===== config.mk =====
export PLATFORM = sky130hd
export DESIGN_NAME = acp_converter_ctrl
export DESIGN_NICKNAME = d
export VERILOG_FILES = /design/src/design/acp_converter_ctrl.v
export VERILOG_INCLUDE_DIRS = /design/src /design/src/design
export SDC_FILE = /design/constraint.sdc
export NUM_CORES = 1
export LEC_CHECK = 0
export BUFFER_PORTS_ARGS = -buffer_cell sky130_fd_sc_hd__buf_2
export CORE_UTILIZATION = 55
export CTS_CLUSTER_SIZE = 16
export DETAILED_ROUTE_END_ITERATION = 16
export PLACE_DENSITY = 0.9
export SLEW_MARGIN = 40
export SYNTH_ARGS = -nofsm -noshare
export SYNTH_HDL_FRONTEND = slang
export SYNTH_SLANG_ARGS = --single-unit

===== constraint.sdc =====
create_clock -name clk_sys_in -period 8.3 [get_ports clk_sys_in]
set_input_delay 1.245 -clock clk_sys_in [delete_from_list [all_inputs] [get_ports clk_sys_in]]
set_output_delay 1.245 -clock clk_sys_in [all_outputs]
set_load 0.03 [all_outputs]

===== src/design/acp_consts.vh =====
// Constants for the converter control and input pairing block
`ifndef ACP_CONSTS_VH
`define ACP_CONSTS_VH
// Register byte addresses (printed offsets are not all multiples of four)
`define ACP_IDX_PAIR_CFG    8'hba
`define ACP_IDX_CONV_CTRL   8'he8
`define ACP_ADDR_PAIR_CFG   12'h2e8
`define ACP_ADDR_CONV_CTRL  12'h3a0
`define ACP_ADDR_RESULT     12'h400
`define ACP_ADDR_IRQ_STAT   12'h404
`define ACP_ADDR_IRQ_MASK   12'h408
// Control register fields
`define ACP_BIT_ENABLE      7
`define ACP_BIT_TRACK_MODE  6
`define ACP_BIT_DONE        5
`define ACP_BIT_BUSY        4
`define ACP_BIT_TRIG_HI     3
`define ACP_BIT_TRIG_LO     2
`define ACP_BIT_WINDOW      1
`define ACP_BIT_JUSTIFY     0
// Reset values
`define ACP_RST_PAIR_CFG    8'h00
`define ACP_RST_CONV_CTRL   8'h00
`define ACP_PAIR_CFG_MASK   8'h0f
// Start trigger codes
`define ACP_TRIG_SOFTWARE   2'h0
`define ACP_TRIG_TIMER3     2'h1
`define ACP_TRIG_PIN        2'h2
`define ACP_TRIG_TIMER2     2'h3
// Timing
`define ACP_TRACK_SAR_CLKS  4'h3
`define ACP_CONV_SAR_CLKS   5'h0b
`define ACP_SAR_DIV         4'h4
// Interrupt status bits
`define ACP_IRQ_DONE        0
`define ACP_IRQ_BUSY_FALL   1
`endif


===== src/design/acp_converter_ctrl.v =====
// Converter control, input pairing registers and AXI4-Lite slave
//
// Contract
// - Enable low holds converter in shutdown
// - Track mode zero: track except while converting
// - Track mode one: track three SAR clocks
// - Done flag set by hardware, software clears
// - Busy reads one during conversion, fall interrupts
// - Busy write one starts; zero ignored
// - Justify bit selects right or left result
// - Pair bit makes even/odd differential pair
// - Upper pair config bits read zero
// - Differential right-justified result is two's complement; left-justified drops the sign
`timescale 1ns/1ps
`include "acp_consts.vh"
module acp_converter_ctrl (
  input  wire        clk_sys_in,        // System clock, 50 MHz
  input  wire        rst_in,            // Async reset, active high
  input  wire [11:0] s_axi_awaddr,      // Write address
  input  wire        s_axi_awvalid,     // Write address valid
  output reg         s_axi_awready,     // Write address ready
  input  wire [31:0] s_axi_wdata,       // Write data
  input  wire [3:0]  s_axi_wstrb,       // Write strobes
  input  wire        s_axi_wvalid,      // Write data valid
  output reg         s_axi_wready,      // Write data ready
  output reg  [1:0]  s_axi_bresp,       // Write response
  output reg         s_axi_bvalid,      // Write response valid
  input  wire        s_axi_bready,      // Write response ready
  input  wire [11:0] s_axi_araddr,      // Read address
  input  wire        s_axi_arvalid,     // Read address valid
  output reg         s_axi_arready,     // Read address ready
  output reg  [31:0] s_axi_rdata,       // Read data
  output reg  [1:0]  s_axi_rresp,       // Read response
  output reg         s_axi_rvalid,      // Read data valid
  input  wire        s_axi_rready,      // Read data ready
  input  wire        timer3_ovf_in,     // Timer 3 overflow pulse
  input  wire        timer2_ovf_in,     // Timer 2 overflow pulse
  input  wire        ext_start_in,      // External start pin, async
  input  wire [9:0]  sar_data_in,       // Raw code from analog front end
  input  wire        sar_sign_in,       // Negative differential result
  output reg         conv_power_out,    // Converter powered
  output reg         conv_track_out,    // Front end tracking
  output reg         conv_convert_out,  // Front end converting
  output reg         sar_clk_en_out,    // SAR clock enable pulse
  output reg  [3:0]  pair_diff_out,     // Pair differential selects
  output reg  [15:0] result_out,        // Justified result word
  output reg         irq_out            // Level interrupt
);

  ////////////////////////////////////////////////////////////////////////////
  localparam ST_IDLE  = 2'h0;
  localparam ST_TRACK = 2'h1;
  localparam ST_CONV  = 2'h2;

  reg  [7:0]  pair_cfg_q;
  reg         enable_q;
  reg         track_mode_q;
  reg         done_q;
  reg         window_q;
  reg  [1:0]  trig_q;
  reg         justify_q;
  reg  [1:0]  state_q;
  reg  [4:0]  sar_cnt_q;
  reg  [3:0]  div_q;
  reg         pin_meta_q;
  reg         pin_sync_q;
  reg         pin_prev_q;
  reg  [15:0] result_q;
  reg  [1:0]  irq_stat_q;
  reg  [1:0]  irq_mask_q;
  reg  [11:0] awaddr_q;
  reg  [31:0] wdata_q;
  reg  [3:0]  wstrb_q;
  reg         aw_have_q;
  reg         w_have_q;
  reg         busy_prev_q;

  wire busy = (state_q != ST_IDLE);
  wire sar_tick = (div_q == `ACP_SAR_DIV - 4'h1);
  // Abort by disable also counts as a busy fall
  wire busy_fall = busy_prev_q && !busy;

  // Justify and sign-extend the raw code
  function [15:0] justify_word;
    input [9:0] code;
    input       neg;
    input       diff;
    input       left;
    reg   [10:0] val;
    begin
      val = diff ? {neg, code} : {1'b0, code};
      if (left)
        justify_word = {code, 6'h00};
      else if (diff)
        justify_word = {{5{val[10]}}, val};
      else
        justify_word = {6'h00, code};
    end
  endfunction

  // Word address of a byte address; low two bits ignored
  function [11:0] word_addr;
    input [11:0] a;
    begin
      word_addr = {a[11:2], 2'b00};
    end
  endfunction

  // Address hits one of the five registers
  function reg_known;
    input [11:0] a;
    begin
      reg_known = (word_addr(a) == `ACP_ADDR_CONV_CTRL) ||
                  (word_addr(a) == `ACP_ADDR_PAIR_CFG) ||
                  (word_addr(a) == `ACP_ADDR_RESULT) ||
                  (word_addr(a) == `ACP_ADDR_IRQ_STAT) ||
                  (word_addr(a) == `ACP_ADDR_IRQ_MASK);
    end
  endfunction

  // Last SAR tick of a phase of the given length
  function last_tick;
    input [4:0] cnt;
    input [4:0] len;
    begin
      last_tick = (cnt == len - 5'h01);
    end
  endfunction

  // Pin start mode pauses tracking while the pin is high
  function track_allowed;
    input [1:0] trig;
    input       pin;
    begin
      track_allowed = !(trig == `ACP_TRIG_PIN && pin);
    end
  endfunction

  ////////////////////////////////////////////////////////////////////////////
  // Write path: address and data taken in either order
  wire wr_go = aw_have_q && w_have_q && !s_axi_bvalid;
  wire wr_ctrl = wr_go && (awaddr_q == `ACP_ADDR_CONV_CTRL) && wstrb_q[0];
  wire wr_pair = wr_go && (awaddr_q == `ACP_ADDR_PAIR_CFG) && wstrb_q[0];
  wire wr_stat = wr_go && (awaddr_q == `ACP_ADDR_IRQ_STAT) && wstrb_q[0];
  wire wr_mask = wr_go && (awaddr_q == `ACP_ADDR_IRQ_MASK) && wstrb_q[0];
  wire wr_known = reg_known(awaddr_q);

  always @(posedge clk_sys_in or posedge rst_in) begin
    if (rst_in) begin
      s_axi_awready <= 1'b0;
      s_axi_wready  <= 1'b0;
      s_axi_bvalid  <= 1'b0;
      s_axi_bresp   <= 2'h0;
      aw_have_q     <= 1'b0;
      w_have_q      <= 1'b0;
      awaddr_q      <= 12'h000;
      wdata_q       <= 32'h00000000;
      wstrb_q       <= 4'h0;
    end else begin
      s_axi_awready <= !aw_have_q && !s_axi_awready && s_axi_awvalid;
      s_axi_wready  <= !w_have_q && !s_axi_wready && s_axi_wvalid;
      if (s_axi_awvalid && s_axi_awready) begin
        aw_have_q <= 1'b1;
        awaddr_q  <= word_addr(s_axi_awaddr);
      end
      if (s_axi_wvalid && s_axi_wready) begin
        w_have_q <= 1'b1;
        wdata_q  <= s_axi_wdata;
        wstrb_q  <= s_axi_wstrb;
      end
      if (wr_go) begin
        aw_have_q    <= 1'b0;
        w_have_q     <= 1'b0;
        s_axi_bvalid <= 1'b1;
        s_axi_bresp  <= wr_known ? 2'h0 : 2'h3;
      end else if (s_axi_bvalid && s_axi_bready) begin
        s_axi_bvalid <= 1'b0;
      end
    end
  end

  ////////////////////////////////////////////////////////////////////////////
  // Start source selection
  wire pin_rise = pin_sync_q && !pin_prev_q;
  wire sw_start = wr_ctrl && wdata_q[`ACP_BIT_BUSY];
  reg  start_evt;
  always @* begin
    case (trig_q)
      `ACP_TRIG_SOFTWARE: start_evt = sw_start;
      `ACP_TRIG_TIMER3:   start_evt = timer3_ovf_in;
      `ACP_TRIG_PIN:      start_evt = pin_rise;
      `ACP_TRIG_TIMER2:   start_evt = timer2_ovf_in;
      default:            start_evt = 1'b0;
    endcase
  end

  ////////////////////////////////////////////////////////////////////////////
  // Control registers and conversion sequencer
  always @(posedge clk_sys_in or posedge rst_in) begin
    if (rst_in) begin
      pair_cfg_q   <= `ACP_RST_PAIR_CFG;
      enable_q     <= 1'b0;
      track_mode_q <= 1'b0;
      done_q       <= 1'b0;
      window_q     <= 1'b0;
      trig_q       <= 2'h0;
      justify_q    <= 1'b0;
      state_q      <= ST_IDLE;
      sar_cnt_q    <= 5'h00;
      div_q        <= 4'h0;
      pin_meta_q   <= 1'b0;
      pin_sync_q   <= 1'b0;
      pin_prev_q   <= 1'b0;
      busy_prev_q  <= 1'b0;
      result_q     <= 16'h0000;
      irq_stat_q   <= 2'h0;
      irq_mask_q   <= 2'h0;
    end else begin
      pin_meta_q <= ext_start_in;
      pin_sync_q <= pin_meta_q;
      pin_prev_q <= pin_sync_q;
      busy_prev_q <= busy;
      div_q <= sar_tick ? 4'h0 : div_q + 4'h1;
      if (wr_pair)
        pair_cfg_q <= wdata_q[7:0] & `ACP_PAIR_CFG_MASK;
      if (wr_ctrl) begin
        enable_q     <= wdata_q[`ACP_BIT_ENABLE];
        track_mode_q <= wdata_q[`ACP_BIT_TRACK_MODE];
        done_q       <= wdata_q[`ACP_BIT_DONE];
        window_q     <= wdata_q[`ACP_BIT_WINDOW];
        trig_q       <= wdata_q[`ACP_BIT_TRIG_HI:`ACP_BIT_TRIG_LO];
        justify_q    <= wdata_q[`ACP_BIT_JUSTIFY];
      end
      if (wr_mask)
        irq_mask_q <= wdata_q[1:0];
      if (wr_stat)
        irq_stat_q <= irq_stat_q & ~wdata_q[1:0];
      case (state_q)
        ST_IDLE: begin
          // Shutdown ignores start events
          if (enable_q && start_evt) begin
            sar_cnt_q <= 5'h00;
            if (track_mode_q)
              state_q <= ST_TRACK;
            else
              state_q <= ST_CONV;
          end
        end
        ST_TRACK: begin
          // Pin mode tracks only while the pin is low
          if (sar_tick && track_allowed(trig_q, pin_sync_q)) begin
            if (last_tick(sar_cnt_q, {1'b0, `ACP_TRACK_SAR_CLKS})) begin
              sar_cnt_q <= 5'h00;
              state_q   <= ST_CONV;
            end else begin
              sar_cnt_q <= sar_cnt_q + 5'h01;
            end
          end
        end
        ST_CONV: begin
          if (sar_tick) begin
            if (last_tick(sar_cnt_q, `ACP_CONV_SAR_CLKS)) begin
              state_q <= ST_IDLE;
              done_q  <= 1'b1;
              irq_stat_q[`ACP_IRQ_DONE] <= 1'b1;
              result_q <= justify_word(sar_data_in, sar_sign_in,
                                       pair_diff_out != 4'h0,
                                       justify_q);
            end else begin
              sar_cnt_q <= sar_cnt_q + 5'h01;
            end
          end
        end
        default: state_q <= ST_IDLE;
      endcase
      if (busy_fall)
        irq_stat_q[`ACP_IRQ_BUSY_FALL] <= 1'b1;
      if (!enable_q)
        state_q <= ST_IDLE;
    end
  end

  ////////////////////////////////////////////////////////////////////////////
  // Front-end outputs, all registered
  always @(posedge clk_sys_in or posedge rst_in) begin
    if (rst_in) begin
      conv_power_out   <= 1'b0;
      conv_track_out   <= 1'b0;
      conv_convert_out <= 1'b0;
      sar_clk_en_out   <= 1'b0;
      pair_diff_out    <= 4'h0;
      result_out       <= 16'h0000;
      irq_out          <= 1'b0;
    end else begin
      conv_power_out   <= enable_q;
      conv_track_out   <= enable_q && (track_mode_q ?
                          (state_q == ST_TRACK &&
                           track_allowed(trig_q, pin_sync_q)) :
                          !busy);
      conv_convert_out <= (state_q == ST_CONV);
      sar_clk_en_out   <= sar_tick;
      pair_diff_out    <= pair_cfg_q[3:0];
      result_out       <= result_q;
      irq_out          <= |(irq_stat_q & irq_mask_q);
    end
  end

  ////////////////////////////////////////////////////////////////////////////
  // Read path
  reg [31:0] rd_word;
  always @* begin
    case (word_addr(s_axi_araddr))
      `ACP_ADDR_PAIR_CFG:
        rd_word = {24'h000000, pair_cfg_q};
      `ACP_ADDR_CONV_CTRL:
        rd_word = {24'h000000, enable_q, track_mode_q, done_q, busy,
                   trig_q, window_q, justify_q};
      `ACP_ADDR_RESULT:  rd_word = {16'h0000, result_q};
      `ACP_ADDR_IRQ_STAT: rd_word = {30'h00000000, irq_stat_q};
      `ACP_ADDR_IRQ_MASK: rd_word = {30'h00000000, irq_mask_q};
      default:           rd_word = 32'h00000000;
    endcase
  end

  wire rd_known = reg_known(s_axi_araddr);

  always @(posedge clk_sys_in or posedge rst_in) begin
    if (rst_in) begin
      s_axi_arready <= 1'b0;
      s_axi_rvalid  <= 1'b0;
      s_axi_rdata   <= 32'h00000000;
      s_axi_rresp   <= 2'h0;
    end else begin
      s_axi_arready <= s_axi_arvalid && !s_axi_arready && !s_axi_rvalid;
      if (s_axi_arvalid && s_axi_arready) begin
        s_axi_rvalid <= 1'b1;
        s_axi_rdata  <= rd_word;
        s_axi_rresp  <= rd_known ? 2'h0 : 2'h3;
      end else if (s_axi_rvalid && s_axi_rready) begin
        s_axi_rvalid <= 1'b0;
      end
    end
  end

endmodule // acp_converter_ctrl


# Word-level counts from Yosys, hierarchy flattened

Index checks and enable logic that the tools add are counted.
W data, S select, Z words.

Register bits after elaboration: 133
Output and inout port bits: 66

Add/sub/neg operators: 2
Eq/ne operators: 27
Mux-type cells: 39
Bitwise operators: 3
Reductions and logical operators: 61

Operators with widths:

| operator              | number |
|---|---|
| $pmux W16 S5          | 1 |
| $eq A10 B9 Y1 const B | 6 |
| $eq A10 B8 Y1 const B | 4 |
| $mux W16              | 2 |
| $logic_and A1 B1 Y1   | 29 |
| $mux W5               | 5 |
| $mux W2               | 10 |
| $mux W1               | 17 |
| $ne A3 B3 Y1 const B  | 5 |
| $pmux W5 S3           | 1 |
| $reduce_bool A2 Y1    | 6 |
| $logic_not A1 Y1      | 10 |
| $reduce_and A5 Y1     | 2 |
| $logic_or A1 B1 Y1    | 8 |
| $ne A2 B2 Y1 const B  | 4 |
| $eq A2 B2 Y1 const B  | 3 |
| $pmux W2 S3           | 1 |
| $add A5 B1 Y5 const B | 1 |
| $eq A5 B2 Y1 const B  | 1 |
| $eq A5 B4 Y1 const B  | 1 |
| $add A4 B1 Y4 const B | 1 |
| $and A2 B2 Y2         | 2 |
| $eq A2 B1 Y1 const B  | 2 |
| $eq A4 B2 Y1 const B  | 1 |
| other kinds (8)       | 9 |

# Longest topological paths before layout

Word-level depth: 10
Gate-level depth with buffers: 8

# Least setup slack after synthesis

Ideal clock, no wire load.

Path type: input to register
From: input port timer2_ovf_in
To: register sar_cnt_q[3]
Setup time: 0.126 ns
Data arrival time: 2.575 ns
Required time: 8.174 ns
Setup slack: 5.599 ns
Stages on the path: 5
Path buffers: 1
Cells stage by stage: a211oi_1 > a211o_1 > or4_1 > buf_2 > a221o_1

Longest elaborated chain between the ends: 4

Ends and longest elaborated chain:

| what                               | line                     | text |
|---|---|---|
| start, declared                    | acp_converter_ctrl.v:37  | `input wire timer2_ovf_in,` |
| $pmux W1 S4                        | acp_converter_ctrl.v:188 | `case (trig_q)` |
| $logic_and A1 B1 Y1                | acp_converter_ctrl.v:241 | `if (enable_q && start_evt) begin` |
| $ne A2 B2 Y1 (no source line)      | --                       |  |
| $reduce_and A5 Y1 (no source line) | --                       |  |
| end signal, assigned               | acp_converter_ctrl.v:256 | `sar_cnt_q <= sar_cnt_q + 5'h01;` |
| end signal, assigned               | acp_converter_ctrl.v:270 | `sar_cnt_q <= sar_cnt_q + 5'h01;` |
| end, declared                      | acp_converter_ctrl.v:63  | `reg [4:0] sar_cnt_q;` |

Every way passes these cells.
A chain may end at the register's enable or synchronous reset.

# Worst setup path in the final report

From: register state_q[0]
To: register sar_cnt_q[3]

Longest elaborated chain between the ends: 3
Elaborated cells between the ends (all ways): 10
Those cells by class: eq/ne: 6; mux: 1; reduce/logical: 3

Ends and longest elaborated chain:

| what                                                                       | line                     | text |
|---|---|---|
| start, declared                                                            | acp_converter_ctrl.v:62  | `reg [1:0] state_q;` |
| start signal, assigned                                                     | acp_converter_ctrl.v:208 | `state_q <= ST_IDLE;` |
| start signal, assigned                                                     | acp_converter_ctrl.v:244 | `state_q <= ST_TRACK;` |
| start signal, assigned                                                     | acp_converter_ctrl.v:246 | `state_q <= ST_CONV;` |
| $eq A2 B2 Y1, or another cell as far along                                 | acp_converter_ctrl.v:238 | `case (state_q)` |
| $ne A2 B2 Y1 (no source line) / $reduce_bool A3 Y1 (equally long branches) | --                       |  |
| $reduce_and A5 Y1 (no source line)                                         | --                       |  |

Parallel ways exist; a longest one is shown, timed or not.

==> reports/metrics.cfg <==
[status]
status = completed

[detailed_routing]
wl_mm = 10.7
ant_nets = 0
drtIter0Drc = 270
wire_per_inst_um = 16.7
drt-pass1-iter-count = 5
vias_per_cell = 5.68
num_vias = 3627
drc = 0

[min_path]
min_from = pin_meta_q
hold_end = pin_sync_q
worstHoldPathCells = 0
hold_class = flip-flop to flip-flop

[timing]
tightestPinTransition_ns = 0.825
hold_viol = 0
slew_violations = 0
rsz0062_at_grt = false
layout_worst_path_cycle_share = 0.306
fin_tns_setup_ns = 0
whs_ns = 0.367
maxSlewHeadroom = 0.449
postLayoutSetupSlackWorst_ns = 5.76
min_period_ns = 2.54
skew_ns = 0.00586
setup_violations = 0
timing.fmax_mhz = 393

[synthesis]
syn_avg_cell_area_um2 = 11.6
ys_seq_area_frac = 0.598
synthCells = 415
synth_edf_count = 0
ys_ff_latch = 115
syn_area_um2 = 4810
synthDistinctLibCells = 51
ys.warnings.count = 0
synth_top_flop_cell = dfrtp_1
async_reset_ff_frac = 1.00

[global_route]
grt_pass1_wl_mm = 17.3
overflow = 0
antenna_found_initial = 0
grt_usage = 0.257
grt_max_degree = 60
grt_pass1_vias = 3640

[setup_path]
r2r_end = sar_cnt_q[3]
cp-start-kind = flip-flop
reg2regPathDepth = 7
critPathKind = flip-flop to flip-flop
crit_top_cell = inv_1
cp.arrival_ns = 2.94
r2r-start = state_q[0]
slowest_stage = or4_1
cp_max_fo = 5
crit_family = simple AND/OR/NAND/NOR gates
cp_num_buf_inv = 2
slowest_delay_ns = 0.66
crit_chain = inv_1 -> ha_1 -> inv_1 -> nor4b_1 -> a211o_1 -> or4_1 -> a221o_1
cp-end-kind = flip-flop
required_ns = 8.69
r2r_slack_ns = 5.76

[clock_network]
cts_num_sinks = 115
numCtsBuffers = 17
cts_setup_buffers = 0
cts_buffer_depth = 2
htree_levels = 4
cts_hold_buf = 0
root_buffer = clkbuf_8
clk_latency_ns = 0.51
clk_pin_slew_ns = 0.06
post_cts_resized = 0
cts_tree = done

[final_layout]
layout.cells.non_filler = 639
area_growth_pct = 23.7
fin_nets = 609
final_core_utilization = 0.714
drive_above_1_share = 0.324
num_antenna_cells = 0

[power]
combPwrFrac = 0.119
p_switching_w = 0.000427
irDropWorstVdd_uv = 177
p_int_w = 0.00120
switching_share = 0.262
powerDensity_nw_per_um2 = 274
p_leak_nw = 2.82
clkPwrFrac = 0.459
power_frac_seq = 0.423

[placement]
pre_cts_ws_ns = 5.39
place_inst = 607
gp_congestion = 0.856
place_hpwl_mm = 6.96
io_buffer_count = 99

[floorplan]
io_pins = 147
core_area_um2 = 8340
die_y_um = 95.5
initial_core_util = 0.577
dieArea_um2 = 9130
num_rows = 33
die-width_um = 95.5

[run]
drv_cap = 0

area by class of cell:
class                      count  area [µm²]
clock inverter                14         186
multi-input combinational    271        1760
sequential                   115        2880
inverter                      15        58.8
clock buffer                  18         428
timing repair buffer         101         510
fill                         566        2390
tap                          105         131
worst max-delay path by stage:
stage | start | end | slack (ns) | depth (start not counted)
after floorplan | rst_in | aw_have_q | 4.01 | 1
after global placement | timer2_ovf_in | sar_cnt_q[3] | 5.45 | 5
after detailed placement | timer2_ovf_in | sar_cnt_q[3] | 5.39 | 5
after CTS | div_q[0] | sar_cnt_q[3] | 5.81 | 6
after global routing | state_q[0] | sar_cnt_q[2] | 5.66 | 7
final | state_q[0] | sar_cnt_q[3] | 5.76 | 7
power groups by stage:
stage / Sequential (W) / Clock (W) / Combinational, W
3_3_place_gp: 0.000689 / 0 / 0.000186
5_1_grt: 0.000697 / 0.000782 / 0.000212
3_5_place_dp: 0.000695 / 0 / 0.000192
2_1_floorplan: 0.000699 / 0 / 0.000134
6_report: 0.000689 / 0.000748 / 0.000194
4_1_cts: 0.000687 / 0.000754 / 0.000195
placed cells by master (no fill, tap or decap), types with 3 or more instances in the layout:
cell,count
buf_2,99
clkinv_4,3
a21oi_1,15
bufinv_16,4
inv_1,14
nand2_1,52
ha_1,7
o21ai_0,38
o41ai_1,4
a22oi_1,8
nand4_1,3
clkbuf_16,16
conb_1,16
dfrtp_1,115
nor3b_1,7
nor2_1,17
nand2b_1,6
mux2i_1,8
nor4_1,3
clkinv_2,5
mux2_2,32
nand3b_1,3
nand3_1,7
nor2b_1,4
nor3_1,4
sequential cells by signal, indices dropped and copies added, names as in the netlist, 2 cells and up:
register	count
pair_cfg_q	4
irq_mask_q	2
result_q	16
wdata_q	8
state_q	2
irq_stat_q	2
result_out	16
sar_cnt_q	5
s_axi_rdata	16
div_q	4
trig_q	2
pair_diff_out	4
awaddr_q	10
metal layers:
metal,global-route usage,wire length [µm],up-vias,share of wire
met1,0.304,4400,1782,0.41
met2,0.429,5360,168,0.50
met3,0.0622,619,27,0.058
li1,-,-,1650,-
met5,0,0,-,0
met4,0.146,296,0,0.028
metrics by stage:
step	area, µm²	total power (W)
5_1_grt	5950	0.00169
3_3_place_gp	5330	0.000875
2_1_floorplan	4870	0.000833
4_1_cts	5950	0.00164
3_5_place_dp	5340	0.000887
6_report	5950	0.00163
kinds of logic after synthesis:
logic type,synth area share
AND/OR/NAND/NOR,0.135
flip-flops,0.598
AO/OA/AOI/OAI,0.106
buffers and inverters,0.0486
multiplexers,0.0915
adder cells (fa/ha/maj),0.0182
other,0.000779
XOR/XNOR,0.00182
Yosys cell counts, drive strengths merged, types with 2 or more instances:
cell type	n	area, µm²
inv	15	56.3
and3	2	12.5
o41ai	4	35.0
dfrtp	115	2880
mux2	32	360
clkbuf	9	33.8
nand4	3	18.8
a211oi	2	15.0
o31ai	2	15.0
nor4	3	18.8
o22ai	2	12.5
mux2i	8	80.1
nand4b	2	17.5
nor2	17	63.8
nand2b	6	37.5
ha	7	87.6
and3b	2	17.5
nand3b	3	22.5
nor2b	4	25.0
o21ai	39	195
a22o	2	17.5
a22oi	8	60.1
a21oi	15	75.1
nand3	7	35.0
nand2	54	203
nor4b	3	32.5
nor3b	9	83.8
a41oi	2	25.0
nor3	4	20.0
buf	20	144
Note: power is estimated with default switching activity, not from simulation.
